File: config.mk
export PLATFORM = sky130hd
export DESIGN_NAME = multimode_timer
export DESIGN_NICKNAME = d
export VERILOG_FILES = /design/src/rtl/timer_pkg.sv /design/src/rtl/pin_event_if.sv /design/src/rtl/multimode_timer.sv /design/src/rtl/pin_sync.sv
export VERILOG_INCLUDE_DIRS = /design/src /design/src/rtl
export SDC_FILE = /design/constraint.sdc
export NUM_CORES = 1
export LEC_CHECK = 0
export BUFFER_PORTS_ARGS = -buffer_cell sky130_fd_sc_hd__buf_2
export CAP_MARGIN = 30
export CORE_MARGIN = 3
export CORE_UTILIZATION = 35
export CTS_BUF_LIST = sky130_fd_sc_hd__clkbuf_8
export CTS_CLUSTER_SIZE = 10
export DETAILED_ROUTE_END_ITERATION = 8
export PLACE_DENSITY_LB_ADDON = 0.1
export SLEW_MARGIN = 30
export SYNTH_ARGS = -nofsm -noshare
export SYNTH_HDL_FRONTEND = slang
export SYNTH_SLANG_ARGS = --single-unit
File: constraint.sdc
create_clock -name pclk -period 3.3 [get_ports pclk]
set_input_delay 0.33 -clock pclk [delete_from_list [all_inputs] [get_ports pclk]]
set_output_delay 0.33 -clock pclk [all_outputs]
set_load 0.05 [all_outputs]
File: src/rtl/timer_defines.svh
// constants of the multimode timer: register offsets, field positions,
// reset values and timing counts
// assumes: included by bare name from every file that needs a number
`ifndef TIMER_DEFINES_SVH
`define TIMER_DEFINES_SVH

// ----------------------------------------------------------------------
// register byte offsets on the apb bus
// ----------------------------------------------------------------------
`define TMR_OFS_CTRL      12'h000
`define TMR_OFS_FAST      12'h004
`define TMR_OFS_COUNT     12'h008
`define TMR_OFS_RELOAD_A  12'h00C
`define TMR_OFS_RELOAD_B  12'h010

// ----------------------------------------------------------------------
// control register field positions
// ----------------------------------------------------------------------
`define TMR_CTRL_RUN      0
`define TMR_CTRL_MODE0    1
`define TMR_CTRL_MODE2    3
`define TMR_CTRL_EN_B     4
`define TMR_CTRL_PEND_B   5
`define TMR_CTRL_EN_A     6
`define TMR_CTRL_PEND_A   7
`define TMR_FAST_SEL      0

// ----------------------------------------------------------------------
// reset values and timing counts
// ----------------------------------------------------------------------
`define TMR_RST_WORD16    16'h0000
`define TMR_RST_MODE      3'h0
`define TMR_RST_DIV       8'h00
`define TMR_RST_DATA      32'h0000_0000
// fast clock cycles per instruction cycle
`define TMR_INST_DIV      10

`endif

File: src/rtl/timer_pkg.sv
// types of the multimode timer: state records of both modules and
// the decoded mode kinds
// assumes: timer_defines.svh supplies the numbers
package timer_pkg;

    // ------------------------------------------------------------------
    // decoded operating mode
    // ------------------------------------------------------------------
    typedef enum logic [1:0] {
        MODE_WAVE,
        MODE_EVENT,
        MODE_CAPTURE
    } mode_kind_t;

    // ------------------------------------------------------------------
    // pin synchroniser state
    // ------------------------------------------------------------------
    typedef struct packed {
        logic meta;
        logic sync;
        logic prev;
    } pin_sync_state_t;

    // ------------------------------------------------------------------
    // timer block state
    // ------------------------------------------------------------------
    typedef struct packed {
        logic [15:0] count;
        logic [15:0] rel_a;
        logic [15:0] rel_b;
        logic [2:0]  mode;
        logic        run_flag;
        logic        pend_a;
        logic        pend_b;
        logic        en_a;
        logic        en_b;
        logic        fast;
        logic [7:0]  div;
        logic        next_b;
        logic        edge_hold;
        logic        pin_lvl;
        logic        pin_oe;
        logic        irq_a;
        logic        irq_b;
        logic        pready;
        logic [31:0] prdata;
        logic        pslverr;
    } timer_state_t;

endpackage : timer_pkg

File: src/rtl/pin_event_if.sv
// carrier between a pin synchroniser and the timer core
// assumes: one synchroniser drives it, the core only reads it
`timescale 1ns/1ns

interface pin_event_if;
    logic level;
    logic rise;
    logic fall;

    modport source (output level, output rise, output fall);
    modport sink   (input level, input rise, input fall);
endinterface : pin_event_if

File: src/rtl/multimode_timer.sv
// multimode 16-bit timer: waveform, external event count and input
// capture, with two reload/capture registers, reached over apb
// assumes: pclk is the fast internal clock, the instruction clock is
// derived from it; timer pins are asynchronous; power_save_freeze
// comes from the clock controller on pclk
//
// Functional notes
// - 16-bit down-counter, two reload/capture registers
// - speed bit picks fast or instruction clock
// - event mode counts synchronised pin A edges
// - mode 000 rising, 001 falling edges
// - event underflow sets pending A, irq if enabled
// - pin B rising sets pending B there
// - no waveform drive on pin A there
// - capture counter runs freely, reads harmless
// - pin edges copy counter into A/B
// - capture edge per pin from mode bits
// - capture edges set pending flags, gated irq
// - capture underflow sets run flag, irq A
// - run flag starts/stops wave and event
// - enables gate irqs; pending flags latch
// - wave modes reload alternately, optional pin toggle
// - control register writable anytime safely
// - power save freezes hardware-driven state; apb writes still land
//
// The implementer's own choices: the APB slave port and the register offsets.
`timescale 1ns/1ns
`include "timer_defines.svh"

module multimode_timer #(
    parameter int INST_DIV = `TMR_INST_DIV
) (
    // clock and reset
    input  wire logic        pclk,
    input  wire logic        presetn,
    // apb slave
    input  wire logic        psel,
    input  wire logic        penable,
    input  wire logic        pwrite,
    input  wire logic [11:0] paddr,
    input  wire logic [31:0] pwdata,
    output logic             pready,
    output logic [31:0]      prdata,
    output logic             pslverr,
    // timer pin a: two-way
    input  wire logic        timer_pin_a_in,
    output logic             timer_pin_a_out,
    output logic             timer_pin_a_oe,
    // timer pin b: input only
    input  wire logic        timer_pin_b_in,
    // power save
    input  wire logic        power_save_freeze,
    // interrupt requests
    output logic             irq_a,
    output logic             irq_b
);

    // ------------------------------------------------------------------
    // pin synchronisers
    // ------------------------------------------------------------------
    pin_event_if ev_a ();
    pin_event_if ev_b ();

    pin_sync u_sync_a (
        .pclk    (pclk),
        .presetn (presetn),
        .pin_in  (timer_pin_a_in),
        .ev      (ev_a)
    );

    pin_sync u_sync_b (
        .pclk    (pclk),
        .presetn (presetn),
        .pin_in  (timer_pin_b_in),
        .ev      (ev_b)
    );

    // ------------------------------------------------------------------
    // state and next state
    // ------------------------------------------------------------------
    timer_pkg::timer_state_t q;
    timer_pkg::timer_state_t d;

    localparam logic [7:0] DIV_LAST = 8'(INST_DIV - 1);

    timer_pkg::mode_kind_t kind;
    logic                  tick;
    logic                  access;
    logic                  wr_done;
    logic                  count_edge;
    logic                  cap_edge_a;
    logic                  cap_edge_b;
    logic                  set_pend_a;
    logic                  set_pend_b;
    logic                  set_underflow;
    logic                  addr_ok;
    logic [31:0]           rd_word;

    // mode decode: bit1 set means capture, else bit2 set means waveform
    always_comb begin
        if (q.mode[1]) begin
            kind = timer_pkg::MODE_CAPTURE;
        end else if (q.mode[2]) begin
            kind = timer_pkg::MODE_WAVE;
        end else begin
            kind = timer_pkg::MODE_EVENT;
        end
    end

    // active counting rate: every pclk when fast, else the divider
    assign tick = q.fast | (q.div == DIV_LAST);

    // edge choice per pin
    assign count_edge = q.mode[0] ? ev_a.fall : ev_a.rise;
    assign cap_edge_a = q.mode[0] ? ev_a.fall : ev_a.rise;
    assign cap_edge_b = q.mode[2] ? ev_b.fall : ev_b.rise;

    // apb handshake: one wait state so every output is a flop
    assign access  = psel & penable;
    assign wr_done = access & q.pready & pwrite & ~q.pslverr;

    // read mux and address check
    always_comb begin
        rd_word = `TMR_RST_DATA;
        addr_ok = 1'b1;
        unique case (paddr)
            `TMR_OFS_CTRL: begin
                rd_word[`TMR_CTRL_RUN]                    = q.run_flag;
                rd_word[`TMR_CTRL_MODE2:`TMR_CTRL_MODE0]  = q.mode;
                rd_word[`TMR_CTRL_EN_B]                   = q.en_b;
                rd_word[`TMR_CTRL_PEND_B]                 = q.pend_b;
                rd_word[`TMR_CTRL_EN_A]                   = q.en_a;
                rd_word[`TMR_CTRL_PEND_A]                 = q.pend_a;
            end
            `TMR_OFS_FAST: begin
                rd_word[`TMR_FAST_SEL] = q.fast;
            end
            `TMR_OFS_COUNT: begin
                rd_word[15:0] = q.count;
            end
            `TMR_OFS_RELOAD_A: begin
                rd_word[15:0] = q.rel_a;
            end
            `TMR_OFS_RELOAD_B: begin
                rd_word[15:0] = q.rel_b;
            end
            default: begin
                addr_ok = 1'b0;
            end
        endcase
    end

    // ------------------------------------------------------------------
    // next-state logic
    // ------------------------------------------------------------------
    always_comb begin
        d             = q;
        set_pend_a    = 1'b0;
        set_pend_b    = 1'b0;
        set_underflow = 1'b0;

        // hardware side; the freeze skips it, so only apb writes and answers move state
        if (!power_save_freeze) begin
            d.div = tick ? `TMR_RST_DIV : q.div + 8'h01;

            unique case (kind)
                timer_pkg::MODE_WAVE: begin
                    if (!q.run_flag) begin
                        // first underflow after a start reloads from a
                        d.next_b = 1'b0;
                    end else if (tick) begin
                        if (q.count == `TMR_RST_WORD16) begin
                            // alternate reloads, flag the source
                            d.count  = q.next_b ? q.rel_b : q.rel_a;
                            d.next_b = ~q.next_b;
                            set_pend_a = ~q.next_b;
                            set_pend_b = q.next_b;
                            if (q.mode[0]) begin
                                d.pin_lvl = ~q.pin_lvl;
                            end
                        end else begin
                            d.count = q.count - 16'h0001;
                        end
                    end
                end
                timer_pkg::MODE_EVENT: begin
                    // an edge seen between slow ticks waits for the tick
                    if (q.run_flag && count_edge) begin
                        d.edge_hold = 1'b1;
                    end
                    if (q.run_flag && tick && (q.edge_hold || count_edge)) begin
                        d.edge_hold = 1'b0;
                        if (q.count == `TMR_RST_WORD16) begin
                            d.count    = q.rel_a;
                            set_pend_a = 1'b1;
                        end else begin
                            d.count = q.count - 16'h0001;
                        end
                    end
                    if (!q.run_flag) begin
                        d.edge_hold = 1'b0;
                    end
                    // pin b is an independent rising-edge input
                    set_pend_b = ev_b.rise;
                end
                timer_pkg::MODE_CAPTURE: begin
                    d.edge_hold = 1'b0;
                    // free running: the run flag does not stop it here
                    if (tick) begin
                        d.count = q.count - 16'h0001;
                        set_underflow = (q.count == `TMR_RST_WORD16);
                    end
                    if (cap_edge_a) begin
                        d.rel_a    = q.count;
                        set_pend_a = 1'b1;
                    end
                    if (cap_edge_b) begin
                        d.rel_b    = q.count;
                        set_pend_b = 1'b1;
                    end
                end
            endcase
        end

        // hardware sets first; software writes may not drop them
        d.pend_a   = q.pend_a | set_pend_a;
        d.pend_b   = q.pend_b | set_pend_b;
        d.run_flag = q.run_flag | set_underflow;

        // software side
        if (wr_done) begin
            unique case (paddr)
                `TMR_OFS_CTRL: begin
                    // any write is safe at any time; fresh events win
                    d.mode     = pwdata[`TMR_CTRL_MODE2:`TMR_CTRL_MODE0];
                    d.en_a     = pwdata[`TMR_CTRL_EN_A];
                    d.en_b     = pwdata[`TMR_CTRL_EN_B];
                    d.pend_a   = pwdata[`TMR_CTRL_PEND_A] | set_pend_a;
                    d.pend_b   = pwdata[`TMR_CTRL_PEND_B] | set_pend_b;
                    d.run_flag = pwdata[`TMR_CTRL_RUN] | set_underflow;
                end
                `TMR_OFS_FAST: begin
                    d.fast = pwdata[`TMR_FAST_SEL];
                end
                `TMR_OFS_COUNT: begin
                    // a running fast timer may race this write
                    d.count = pwdata[15:0];
                end
                `TMR_OFS_RELOAD_A: begin
                    if (!(kind == timer_pkg::MODE_CAPTURE && cap_edge_a)) begin
                        d.rel_a = pwdata[15:0];
                    end
                end
                `TMR_OFS_RELOAD_B: begin
                    if (!(kind == timer_pkg::MODE_CAPTURE && cap_edge_b)) begin
                        d.rel_b = pwdata[15:0];
                    end
                end
                default: begin
                end
            endcase
        end

        // pin a drives only in waveform modes
        d.pin_oe = d.mode[2] & ~d.mode[1];

        // interrupt requests; a shares capture and underflow
        d.irq_a = d.en_a & (d.pend_a | (d.mode[1] & d.run_flag));
        d.irq_b = d.en_b & d.pend_b;

        // apb answer, registered one cycle into the access phase
        d.pready = access & ~q.pready;
        if (access && !q.pready) begin
            d.prdata  = addr_ok ? rd_word : `TMR_RST_DATA;
            d.pslverr = ~addr_ok;
        end else if (!access) begin
            d.pslverr = 1'b0;
        end
    end

    // ------------------------------------------------------------------
    // state register
    // ------------------------------------------------------------------
    always_ff @(posedge pclk or negedge presetn) begin
        if (!presetn) begin
            q       <= '0;
            q.mode  <= `TMR_RST_MODE;
            q.count <= `TMR_RST_WORD16;
        end else begin
            q <= d;
        end
    end

    // outputs straight from the state flops
    assign pready          = q.pready;
    assign prdata          = q.prdata;
    assign pslverr         = q.pslverr;
    assign timer_pin_a_out = q.pin_lvl;
    assign timer_pin_a_oe  = q.pin_oe;
    assign irq_a           = q.irq_a;
    assign irq_b           = q.irq_b;

endmodule : multimode_timer

File: src/rtl/pin_sync.sv
// two-flop synchroniser with edge detect for one timer pin
// assumes: pin is asynchronous to pclk; reset is asynchronous low
`timescale 1ns/1ns

module pin_sync (
    // clock and reset
    input  wire logic   pclk,
    input  wire logic   presetn,
    // raw pin
    input  wire logic   pin_in,
    // synchronised level and edge pulses
    pin_event_if.source ev
);

    timer_pkg::pin_sync_state_t q;
    timer_pkg::pin_sync_state_t d;

    // meta is only ever read by sync; edges come from sync and prev
    always_comb begin
        d      = q;
        d.meta = pin_in;
        d.sync = q.meta;
        d.prev = q.sync;
    end

    always_ff @(posedge pclk or negedge presetn) begin
        if (!presetn) begin
            q <= '0;
        end else begin
            q <= d;
        end
    end

    // one pulse per physical edge
    assign ev.level = q.sync;
    assign ev.rise  = q.sync & ~q.prev;
    assign ev.fall  = ~q.sync & q.prev;

endmodule : pin_sync

Word-level counts from Yosys, hierarchy flattened
Cells that the tools add are included.
- register bits: 111
- latch bits: 0
- bits in writable memories: 0
- memory bits (read-only): 0
- input bits: 52
- output and inout port bits: 38
- word-level logic and storage cells: 146
- memories: 0
- add/subtract/negate cells: 2
- multiply operators: 0
- div/mod/pow operators: 0
- $lt $le $gt $ge: 0
- equality and inequality tests: 11
- shifts and indexed selects: 0
- muxes and demuxes: 56
- bitwise gates (word level): 32
- reduce and logical (&&, ||, !) cells: 18
- operators with widths (operator ; number):
    $mux 16 ; 15
    $mux 57 ; 1
    $mux 48 ; 1
    $pmux 16 s3 ; 1
    $mux 32 ; 1
    $mux 1 ; 28
    $pmux 7 s4 ; 1
    $eq 12x4->1 const B ; 2
    $pmux 8 s3 ; 1
    $logic_not 16->1 ; 1
    $mux 8 ; 2
    $sub 16x1->16 const B ; 1
    $and 1x1->1 ; 13
    $eq 12x3->1 const B ; 1
    $eq 12x5->1 const B ; 1
    $logic_not 12->1 ; 1
    $not 1->1 ; 11
    $add 8x1->8 const B ; 1
    $eq 8x4->1 const B ; 1
    $or 1x1->1 ; 8
    $logic_and 1x1->1 ; 6
    $ne 2x1->1 const B ; 3
    $pmux 1 s3 ; 2
    $reduce_and 6->1 ; 1
    other kinds (14) ; 15

Logic depth before layout (Yosys ltp)
Gate-level depths: netlist (run 1).
- word-level depth: 14
- depth in mapped cells: 9
- depth with buffers taken out: 8

Cells and area by module
Synthesis (run 1) repeated with hierarchy kept, for this count alone.
- cell total of the unflattened synthesis: 737
- area total of the unflattened synthesis: 6339.8 um2
- modules (own cells, without submodules) (module ; instances ; cells an instance ; area an instance (um2) ; sequential area each (um2)):
    multimode_timer ; 1 ; 727 ; 6159.7 ; 2227.1
    pin_sync ; 2 ; 5 ; 90.1 ; 75.1

Worst setup path after synthesis (run 1)
Ideal clock, no wire load.
- path kind: flip-flop to flip-flop
- start: reg q[89] (netlist name)
- end: reg q[91] (netlist name)
- setup time: 0.118 ns
- arrival: 2.263 ns
- data required time: 3.182 ns
- path slack: 0.919 ns
- stages on the path, launching flop included: 9
- buffers on the path: 0
- clock period less this slack: 2.381 ns
- path through: dfrtp_1 -> inv_1 -> ha_1 -> or4b_4 -> nand2b_4 -> or4_4 -> o221ai_1 -> a211oi_1 -> a21o_1
- RTL lines (element ; line ; source):
    from (decl) ; multimode_timer.sv:81 ; timer_pkg::timer_state_t q;

==> results of run 1 <==
## per-stage QoR
step | instance area, um2 | worst slack (ns) | hold slack [ns] | utilization [%]
finish | 6370 | 0.661 | 0.0648 | 39.5
global route | 6370 | 0.421 | 0.0482 | 39.5
CTS | 6350 | 0.688 | 0.0371 | 39.4
detailed placement | 6210 | 0.715 | 0.339 | 38.5
global placement | 6210 | 0.736 | 0.342 | 38.5
floorplan | 5920 | 0.919 | 0.0344 | -
## layout by cell type (no fill, tap or decap), drive strengths merged, types with 3 or more instances in the layout
| cell type | n |
|---|---|
| nor3 | 11 |
| a22oi | 9 |
| a21oi | 76 |
| nand2b | 4 |
| conb | 16 |
| or2 | 4 |
| nand4 | 7 |
| o22ai | 5 |
| and2 | 7 |
| dfrtp | 95 |
| a21o | 5 |
| o31ai | 3 |
| inv | 15 |
| nor2b | 3 |
| nand2 | 67 |
| nand3 | 12 |
| nor2 | 79 |
| a211oi | 5 |
| mux2 | 18 |
| xnor2 | 4 |
| mux2i | 42 |
| o21ai | 47 |
| o211ai | 3 |
| and3 | 3 |
| a32oi | 4 |
| or3 | 4 |
| nor4 | 12 |
| buf | 79 |
| nand3b | 3 |
| ha | 4 |
| xor2 | 3 |
| a31oi | 5 |
| clkbuf | 9 |
| or4 | 7 |
## registers in the layout (all words and copies together) (netlist names)
| name | flops |
|---|---|
| u_sync_a.q | 1 |
| pslverr | 1 |
| timer_pin_a_out | 1 |
| pready | 1 |
| u_sync_b.d | 1 |
| u_sync_b.q | 1 |
| prdata | 16 |
| irq_b | 1 |
| irq_a | 1 |
| q | 67 |
| u_sync_b.ev.level | 1 |
| u_sync_a.ev.level | 1 |
| timer_pin_a_oe | 1 |
| u_sync_a.d | 1 |
## path summary, 6_finish.rpt
path / start / endpoint / slack, ns / cells after the start
max in group asynchronous: presetn / q[66] / 2.10 / 3
worst min register to register: u_sync_b.d[1] / u_sync_b.ev.level / 0.35 / 0
worst min-delay path: timer_pin_a_in / u_sync_a.d[1] / 0.06 / 1
worst max register to register: q[89] / q[91] / 0.66 / 8
worst max-delay path: q[89] / q[91] / 0.66 / 8
min in group asynchronous: presetn / q[56] / 0.52 / 2
## cell families (layout without fill, tap and decap cells)
logic type	Yosys count	count (layout)	synth area share, %
multiplexers	60	60	10.6
flip-flops	95	95	40.6
AND/OR/NAND/NOR	236	236	19.9
other	1	16	0.0640
adder cells (fa/ha/maj)	4	4	0.854
XOR/XNOR	7	7	1.05
buffers and inverters	92	106	8.32
AO/OA/AOI/OAI	183	183	18.7
## metal layers
layer  vias up  share of wire, %
li1       2430                 -
met1      2433                49
met2       138                44
met3        22               5.3
met4         0               1.8
met5         -                 0
## critical path, stage by stage (launching register included)
cell      delay, ns
dfrtp_1        0.47
inv_1          0.18
ha_1           0.17
or4b_4         0.50
nand2b_4       0.19
or4_4          0.55
o221ai_1       0.19
a211oi_1       0.11
a21o_1         0.16
## area by class of cell
type                       count  area, um2
sequential                    95       2380
tap                          216        270
timing repair buffer          80        467
inverter                      12       45.0
multi-input combinational    506       3060
clock buffer                   9        124
clock inverter                 5       21.3
fill                        1669       9750
## report_power, final
| group | switching, mW | internal [mW] | total [mW] | leakage [nW] |
|---|---|---|---|---|
| Sequential | 0.0462 | 1.20 | 1.25 | 1.26 |
| Combinational | 0.151 | 0.0657 | 0.217 | 1.62 |
| Clock | 0.400 | 0.256 | 0.656 | 0.0885 |
| Total | 0.598 | 1.52 | 2.12 | 2.98 |
==> key figures, run 1 <==
STA
  • Post-route setup TNS: 0 ns
  • RSZ-0062 raised after global routing: no
  • Fin crit period: 2.64 ns
  • Max-slew violation count: 0
  • # setup viols final: 0
  • Fin. Hold Viols: 0
  • Slew headroom: between 50% and 60%
  • Clock Skew: approximately 0.016 ns
  • Worst Tran Pin Value: 0.642 ns
  • Final period util: 80.0%
  • Peak Freq: around 0.38 GHz

Drt
  • Routed WL: 17.4 mm
  • WL/cell: 18.8 um
  • Antenna-violating nets left: 0
  • DRC: 0
  • DR iter-0 viols: around 310
  • Via Count: 5023
  • Vias per inst: approximately 5.4
  • Iteration count of the initial detailed-routing pass: 7

Power
  • VDD IR max: between 0.00015 and 0.0002 V
  • Leakage: 2.98 nW
  • Pwr/cell area: 333 nW/um2
  • Design Power: 2.12 mW

Logic synthesis
  • Post-synthesis sequential element count: 95
  • Mean Syn Cell Area: 8.65 um2
  • Asr flop ratio synth: between 90% and 100%
  • Ranking of synthesized cells by area: dfrtp_1 41%, mux2i_1 7.2%, a21oi_1 6.5%, nor2_1 5.1%, nand2_1 4.3%
  • Mapped Area: 5860 um2
  • Synth Flop Type: dfrtp_1
  • Most area-hungry cell type in the Yosys netlist: dfrtp_1
  • Number of synthesized flops with an enable pin: 0
  • Yosys top cell area share: around two fifths
  • Most numerous cell in the Yosys netlist: dfrtp_1
  • Commonest cells post-synth: 95 x dfrtp_1, 79 x nor2_1, 76 x a21oi_1, 67 x nand2_1
  • Syn Inst Count: just under 700
  • Seq/Total Area, Yosys: 40.6%
  • Yosys cell types: 70
  • Synth Warn #: 0

Global route
  • Largest net degree at the start of global routing: 65
  • Gr busiest metal: met2
  • GR Util met2: 29.6%
  • Vias in the first global route: about 4800
  • All-Layer GR Usage: a little under a fifth
  • First-pass GRT wire length: 27.1 mm
  • Initial antenna violation count: 0
  • Routing usage on met3: 2.60%
  • Met1 usage: 27.6%
  • Overflow left after global routing: 0

Layout
  • Net total in the final layout: 760
  • Final std cells w/o fill: 923
  • Fraction of layout cells with a size suffix above 1: ~17%
  • # diodes: 0
  • Synth-to-layout area growth: 8.64%

Clock tree
  • Worst-path clk slew: approximately 0.09 ns
  • TritonCTS clock tree: built
  • Longest Clk Path Bufs: 2
  • Inserted Clock Buffers: 9
  • Clk_lat worst skew: 0.38 ns
  • H-Tree Level Count: 3
  • Clock Sinks: 95
  • Post-cts sizing count: 0
  • Post-CTS setup buffer count: 0
  • Post-CTS Hold Fix Bufs: 0
  • CTS Root Cell: clkbuf_8

Critical path
  • Critical path startpoint category: register
  • Setup crit end kind: register
  • CP arrival: 2.91 ns
  • Required @ worst endpoint: 3.57 ns
  • WS Path Type: reg2reg
  • CP Max Fanout: 7

Placement
  • PortBufs: 57
  • Gp weighted congestion: approximately 0.9
  • Post-Place Cells: around 910
  • Post-DP HPWL: 12.3 mm

Die
  • Core area: 16100 um2
  • # IOs: 90
  • # rows: 46
  • Die Wd: 135 um
  • Initial Util: ~36%
  • Die height: 135 um
  • DIE AREA: 18300 um2

Worst hold path
  • HP Class: in2reg

Run
  • # Max-Cap Violations: 0

Status
  • Status: completed
Note: power is estimated with default switching activity, not from simulation.
==> run 2, diff against run 1 <==
==> constraint.sdc (replaced) <==
create_clock -name pclk -period 2.3 [get_ports pclk]
set_input_delay 0.23 -clock pclk [delete_from_list [all_inputs] [get_ports pclk]]
set_output_delay 0.23 -clock pclk [all_outputs]
set_load 0.05 [all_outputs]
==> run 2 against run 1 <==
  * Clock skew rose by 0.0045 ns
  * Critical path depth rose by 1
  * Combinational power rose by 50%
  * Setup slack got worse by 0.66 ns
  * Worst hold slack improved by 0.014 ns
  * Non-clock buffer count rose by 54
  * Count of clock-buffer cells in the layout rose by 1
  * Critical endpoint is now q[93]
==> key figures, run 2 (synthesis gave the netlist of run 1 again) <==
STA
  • Fin. Hold Viols: 0 (unchanged)
  • Clock Skew: 0.0209 ns (was 0.0164 ns)
  • Slew headroom: 61.3% (was 57.2%)
  • Worst Tran Pin Value: 0.575 ns (was 0.642 ns)
  • Final period util: 100% (was 80.0%)
  • Fin crit period: 2.30 ns (was 2.64 ns)
  • Peak Freq: 0.435 GHz (was 0.379 GHz)
  • Fin Hold WS: 0.0786 ns (was 0.0648 ns)
  • Max-slew violation count: 0 (unchanged)
  • # setup viols final: 0 (unchanged)
  • RSZ-0062 raised after global routing: yes (was no)

Clock tree
  • Clk_lat worst skew: 0.39 ns (was 0.38 ns)
  • Clock Sinks: 95 (unchanged)
  • H-Tree Level Count: 3 (unchanged)
  • Worst-path clk slew: 0.10 ns (was 0.09 ns)
  • CTS Root Cell: clkbuf_8 (unchanged)
  • Inserted Clock Buffers: 9 (unchanged)
  • Longest Clk Path Bufs: 2 (unchanged)
  • TritonCTS clock tree: built (unchanged)

Die
  • # rows: 46 (unchanged)
  • Die height: 135 um (unchanged)
  • Core area: 16100 um2 (unchanged)
  • Initial Util: 36.4% (unchanged)
  • # IOs: 90 (unchanged)
  • Die Wd: 135 um (unchanged)
  • DIE AREA: 18300 um2 (unchanged)

Placement
  • PortBufs: 57 (unchanged)
  • Gp weighted congestion: 0.915 (was 0.901)
  • Post-DP HPWL: 13.7 mm (was 12.3 mm)
  • Cell Area, Placed: 6660 um2 (was 6210 um2)

Drt
  • Via Count: 5294 (was 5023)
  • WL met3: 871 um (was 912 um)
  • Antenna-violating nets left: 0 (unchanged)
  • Vias per inst: 5.41 (was 5.44)
  • Iteration count of the initial detailed-routing pass: 5 (was 7)
  • Met2 wire length: 8.34 mm (was 7.66 mm)
  • Routed WL: 18.5 mm (was 17.4 mm)
  • DRC: 0 (unchanged)
  • WL/cell: 18.9 um (was 18.8 um)
  • Met1 wire length: 9.05 mm (was 8.48 mm)
  • Highest routed metal layer: met4 (unchanged)
  • DR iter-0 viols: 470 (was 313)

Run
  • # Max-Cap Violations: 0 (unchanged)

Status
  • Status: completed (unchanged)

Global route
  • Vias in the first global route: 5038 (was 4774)
  • All-Layer GR Usage: 20.5% (was 19.0%)
  • Initial antenna violation count: 0 (unchanged)
  • Overflow left after global routing: 0 (unchanged)
  • Largest net degree at the start of global routing: 57 (was 65)
  • First-pass GRT wire length: 28.9 mm (was 27.1 mm)

Layout
  • Largest register FFs: 67 (unchanged)
  • Fraction of layout cells with a size suffix above 1: 26.0% (was 17.4%)
  • Commonest cells after routing, fill and taps aside: 95 x dfrtp_1, 76 x nor2_1, 73 x a21oi_1 (was 95 x dfrtp_1, 79 x nor2_1, 76 x a21oi_1)
  • Biggest register: q (unchanged)
  • Synth-to-layout area growth: 18.9% (was 8.64%)
  • Net total in the final layout: 814 (was 760)
  • Commonest non-fill, non-tap cell in the layout: dfrtp_1 (unchanged)
  • Post-route cell area: 6970 um2 (was 6370 um2)
  • # diodes: 0 (unchanged)
  • Layout Utilization: 43.3% (was 39.5%)

Critical path
  • Critical path startpoint category: register (unchanged)
  • WS Path Type: reg2reg (unchanged)
  • CP arrival: 2.58 ns (was 2.91 ns)
  • Setup crit end kind: register (unchanged)
  • CP Max Fanout: 5 (was 7)
  • Required @ worst endpoint: 2.58 ns (was 3.57 ns)

Worst hold path
  • HP Class: in2reg (unchanged)

Power
  • Part of the power in registers: 56.5% (was 58.8%)
  • NetSw: 0.928 mW (was 0.598 mW)
  • Sw Ratio: 29.3% (was 28.2%)
  • Leakage: 3.28 nW (was 2.98 nW)
  • Logic gate share of total power: 10.3% (was 10.2%)
  • Design Power: 3.17 mW (was 2.12 mW)
  • VDD IR max: 0.000309 V (was 0.000158 V)
  • Pint: 2.24 mW (was 1.52 mW)
  • Clk pwr share: 33.2% (was 31.0%)
  • Pwr/cell area: 455 nW/um2 (was 333 nW/um2)
[run 2: power groups by stage]
stage | Clock (mW) | Combinational, mW | Sequential (mW)
floorplan | 0 | 0.225 | 1.80
global placement | 0 | 0.314 | 1.81
detailed placement | 0 | 0.324 | 1.82
CTS | 1.09 | 0.327 | 1.79
global route | 1.16 | 0.365 | 1.80
finish | 1.05 | 0.326 | 1.79
[run 2: final cells by class]
cell class	count	area (um2)
multi-input cells	506	3150
flip-flops and latches	95	2380
well taps	216	270
fillers	1693	9140
inverters	12	45.0
clock inverters	6	38.8
clock buffers	10	138
repair buffers	134	952
[run 2: path summary, 6_finish.rpt]
kind	startpoint	to	slack, ns	cells past startpoint
max	q[89]	q[93]	0.0004	9
max in group asynchronous	presetn	q[69]	1.45	3
min in group asynchronous	presetn	u_sync_b.d[1]	0.18	2
min	pwdata[9]	q[98]	0.08	3
max reg2reg	q[89]	q[93]	0.0004	9
min reg2reg	u_sync_a.d[1]	u_sync_a.ev.level	0.36	0
[run 2: worst max-delay path, stage by stage, from the launching register on]
cell,delay (ns)
dfrtp_1,0.40
inv_2,0.06
ha_1,0.13
or4b_4,0.51
nand2b_4,0.18
nor4_1,0.44
buf_4,0.20
o211ai_1,0.09
o221ai_1,0.09
a21oi_1,0.09
[run 2: stage by stage]
step	setup TNS (ns)	std cells	setup WS (ns)
3_5_place_dp	0	957	0.0184
4_1_cts	0	976	0.00416
3_3_place_gp	0	957	0.0241
6_report	0	979	0.000409
2_1_floorplan	0	693	0.000750
5_1_grt	-0.423	979	-0.0826
[run 2: layer usage]
| metal | up-vias | GRT usage, % |
|---|---|---|
| met5 | - | 0 |
| li1 | 2534 | - |
| met3 | 18 | 2.86 |
| met2 | 133 | 31.7 |
| met4 | 0 | 5.32 |
| met1 | 2609 | 30.1 |
[run 2: what timing repair did]
item / 4_1_cts / 5_1_grt
hold buffers: 3 / 0
resized for setup: 1 / 22
endpoints found under the hold margin: 97 / 0
pin swaps: 0 / 9
endpoints found under the setup margin: 1 / 17
setup buffers: 0 / 2
cloned: 0 / 1
==> run 3, diff against run 2 <==
--- a/config.mk
+++ b/config.mk
@@ -13,7 +13,6 @@
 export CTS_BUF_LIST = sky130_fd_sc_hd__clkbuf_8
 export CTS_CLUSTER_SIZE = 10
 export DETAILED_ROUTE_END_ITERATION = 8
-export PLACE_DENSITY_LB_ADDON = 0.1
 export SLEW_MARGIN = 30
 export SYNTH_ARGS = -nofsm -noshare
 export SYNTH_HDL_FRONTEND = slang
==> run 3 against run 2 <==
  * Sequential cell count unchanged
  * Die area stayed put
  * Via count grew 1.0%
  * Count of clock-buffer cells in the layout stayed put
  * Wire length shrank 2.5%
  * Clock power grew 9%
  * Critical path depth down 1
  * Global-route usage down 0.52 points
  * Critical path type unchanged
  * Largest cell class unchanged
  * Largest power group unchanged
==> key figures, run 3 (synthesis gave the netlist of run 1 again) <==
Layout
  • Multi-input logic area: 3160 um2 (was 3150 um2)
  • Largest register FFs: 67 (unchanged)
  • Register area: 2380 um2 (unchanged)
  • Biggest register: q (unchanged)
  • Fraction of layout cells with a size suffix above 1: 25.7% (was 26.0%)
  • Commonest non-fill, non-tap cell in the layout: dfrtp_1 (unchanged)
  • Final std cells w/o fill: 975 (was 979)
  • Net total in the final layout: 810 (was 814)
  • Synth-to-layout area growth: 18.6% (was 18.9%)
  • Fill cell count: 1610 (was 1693)
  • Layout Utilization: 43.1% (was 43.3%)
  • # diodes: 0 (unchanged)
  • Commonest cells after routing, fill and taps aside: 95 x dfrtp_1, 76 x nor2_1, 72 x a21oi_1 (was 95 x dfrtp_1, 76 x nor2_1, 73 x a21oi_1)

STA
  • Clock Skew: 0.00733 ns (was 0.0209 ns)
  • Max-slew violation count: 0 (unchanged)
  • Slew headroom: 61.5% (was 61.3%)
  • Peak Freq: 0.435 GHz (about the same)
  • Fin. Hold Viols: 0 (unchanged)
  • Final WS setup: 0.00303 ns (was 0.000409 ns)
  • RSZ-0062 raised after global routing: yes (unchanged)
  • # setup viols final: 0 (unchanged)
  • Worst Tran Pin Value: 0.578 ns (was 0.575 ns)
  • Fin crit period: 2.30 ns (about the same)
  • Final period util: 99.9% (was 100%)

Clock tree
  • Worst-path clk slew: 0.09 ns (was 0.10 ns)
  • H-Tree Level Count: 3 (unchanged)
  • TritonCTS clock tree: built (unchanged)
  • CTS Root Cell: clkbuf_8 (unchanged)
  • Longest Clk Path Bufs: 2 (unchanged)
  • Clk_lat worst skew: 0.39 ns (about the same)
  • Inserted Clock Buffers: 9 (unchanged)
  • Clock Sinks: 95 (unchanged)

Critical path
  • R2r setup slk: 0.003 ns (was 0.0004 ns)
  • Critical path startpoint category: register (unchanged)
  • Slowest CP cell: or4_4 (was or4b_4)
  • Required @ worst endpoint: 2.64 ns (was 2.58 ns)
  • WS Path Type: reg2reg (unchanged)
  • Crit-path max cell delay: 0.56 ns (was 0.51 ns)
  • Crit path buf inv count: 1 (was 2)
  • CP Max Fanout: 5 (unchanged)
  • CP arrival: 2.63 ns (was 2.58 ns)
  • Cells along the critical path: inv_1 > ha_1 > or4b_4 > or4_4 > o21ai_1 > a211oi_1 > nor4_1 > a21o_1 (was inv_2 > ha_1 > or4b_4 > nand2b_4 > nor4_1 > buf_4 > o211ai_1 > o221ai_1 > a21oi_1)
  • Setup crit end kind: register (unchanged)
  • Crit-path leading delay family: simple AND/OR/NAND/NOR gates (unchanged)

Worst hold path
  • HP Class: in2reg (unchanged)

Die
  • Core area: 16100 um2 (unchanged)
  • # rows: 46 (unchanged)
  • # IOs: 90 (unchanged)
  • DIE AREA: 18300 um2 (unchanged)
  • Die Wd: 135 um (unchanged)
  • Initial Util: 36.4% (unchanged)
  • Die height: 135 um (unchanged)

Placement
  • PortBufs: 57 (unchanged)
  • Gp weighted congestion: 0.919 (was 0.915)
  • Post-Place Cells: 953 (was 957)
  • Worst slack, placed: -0.00413 ns (was 0.0184 ns)
  • Post-DP HPWL: 13.1 mm (was 13.7 mm)

Power
  • VDD IR max: 0.000222 V (was 0.000309 V)
  • Leakage: 3.26 nW (was 3.28 nW)
  • Pwr/cell area: 468 nW/um2 (was 455 nW/um2)
  • Design Power: 3.25 mW (was 3.17 mW)

Drt
  • Met1 wire length: 8.11 mm (was 9.05 mm)
  • Antenna-violating nets left: 0 (unchanged)
  • WL/cell: 18.5 um (was 18.9 um)
  • Met2 wire length: 8.56 mm (was 8.34 mm)
  • WL met3: 1.05 mm (was 871 um)
  • DR iter-0 viols: 372 (was 470)
  • Highest routed metal layer: met4 (unchanged)
  • Iteration count of the initial detailed-routing pass: 5 (unchanged)
  • Via Count: 5349 (was 5294)
  • Routed WL: 18.1 mm (was 18.5 mm)
  • DRC: 0 (unchanged)
  • Vias per inst: 5.49 (was 5.41)

Global route
  • All-Layer GR Usage: 19.9% (was 20.5%)
  • Vias in the first global route: 5144 (was 5038)
  • First-pass GRT wire length: 28.4 mm (was 28.9 mm)
  • Initial antenna violation count: 0 (unchanged)
  • Overflow left after global routing: 0 (unchanged)
  • Largest net degree at the start of global routing: 55 (was 57)

Run
  • # Max-Cap Violations: 0 (unchanged)

Status
  • Status: completed (unchanged)
[run 3: changes by cell type in the layout (fill, tap and decap cells not counted), sizes merged]
cell,delta
buf,-4
bufinv,+1
clkinv,+2
clkinvlp,-1
inv,-2
[run 3: per-stage QoR]
| stage | cell area [um2] | setup TNS [ns] | hold WS (ns) |
|---|---|---|---|
| 5_1_grt | 6950 | -0.673 | 0.0728 |
| 6_report | 6950 | 0 | 0.0782 |
| 3_3_place_gp | 6600 | 0 | 0.256 |
| 4_1_cts | 6840 | 0 | 0.0627 |
| 3_5_place_dp | 6600 | -0.00413 | 0.263 |
| 2_1_floorplan | 5930 | 0 | -0.0656 |
[run 3: what timing repair did]
| item | CTS | global route |
|---|---|---|
| resized for setup | 3 | 25 |
| hold buffers | 3 | 0 |
| endpoints found under the hold margin | 43 | 0 |
| setup buffers | 0 | 2 |
| cloned | 0 | 1 |
| pin swaps | 0 | 8 |
| endpoints found under the setup margin | 3 | 18 |
[run 3: layout make-up]
cell class / instances / area share (%)
Tap cell: 216 / 3.89
Inverter: 12 / 0.648
Timing Repair Buffer: 130 / 13.0
Clock buffer: 10 / 1.98
Sequential cell: 95 / 34.2
Multi-Input combinational cell: 506 / 45.4
Clock inverter: 6 / 0.864
[run 3: per-layer routing]
metal | up-vias | GRT usage [%]
met4 | 0 | 6.94
met2 | 175 | 31.9
met5 | - | 0
met1 | 2617 | 27.6
met3 | 28 | 3.01
li1 | 2529 | -
[run 3: final timing paths]
path	start	endpoint	cells after the start
max	q[90]	q[100]	8
min	pwdata[12]	q[101]	3
max reg2reg	q[90]	q[100]	8
min reg2reg	u_sync_a.d[1]	u_sync_a.ev.level	0
max in group asynchronous	presetn	q[72]	3
min in group asynchronous	presetn	u_sync_b.d[1]	2
[run 3: worst register-to-register path, stage by stage, from the launching register on]
cell      delay (ns)
dfrtp_1         0.39
inv_1           0.08
ha_1            0.13
or4b_4          0.52
or4_4           0.56
o21ai_1         0.11
a211oi_1        0.09
nor4_1          0.25
a21o_1          0.12
[run 3: report_power, final]
| part | internal [mW] | switching [mW] |
|---|---|---|
| clock network | 0.526 | 0.616 |
| registers | 1.72 | 0.0683 |
| logic | 0.103 | 0.217 |
| total | 2.35 | 0.901 |
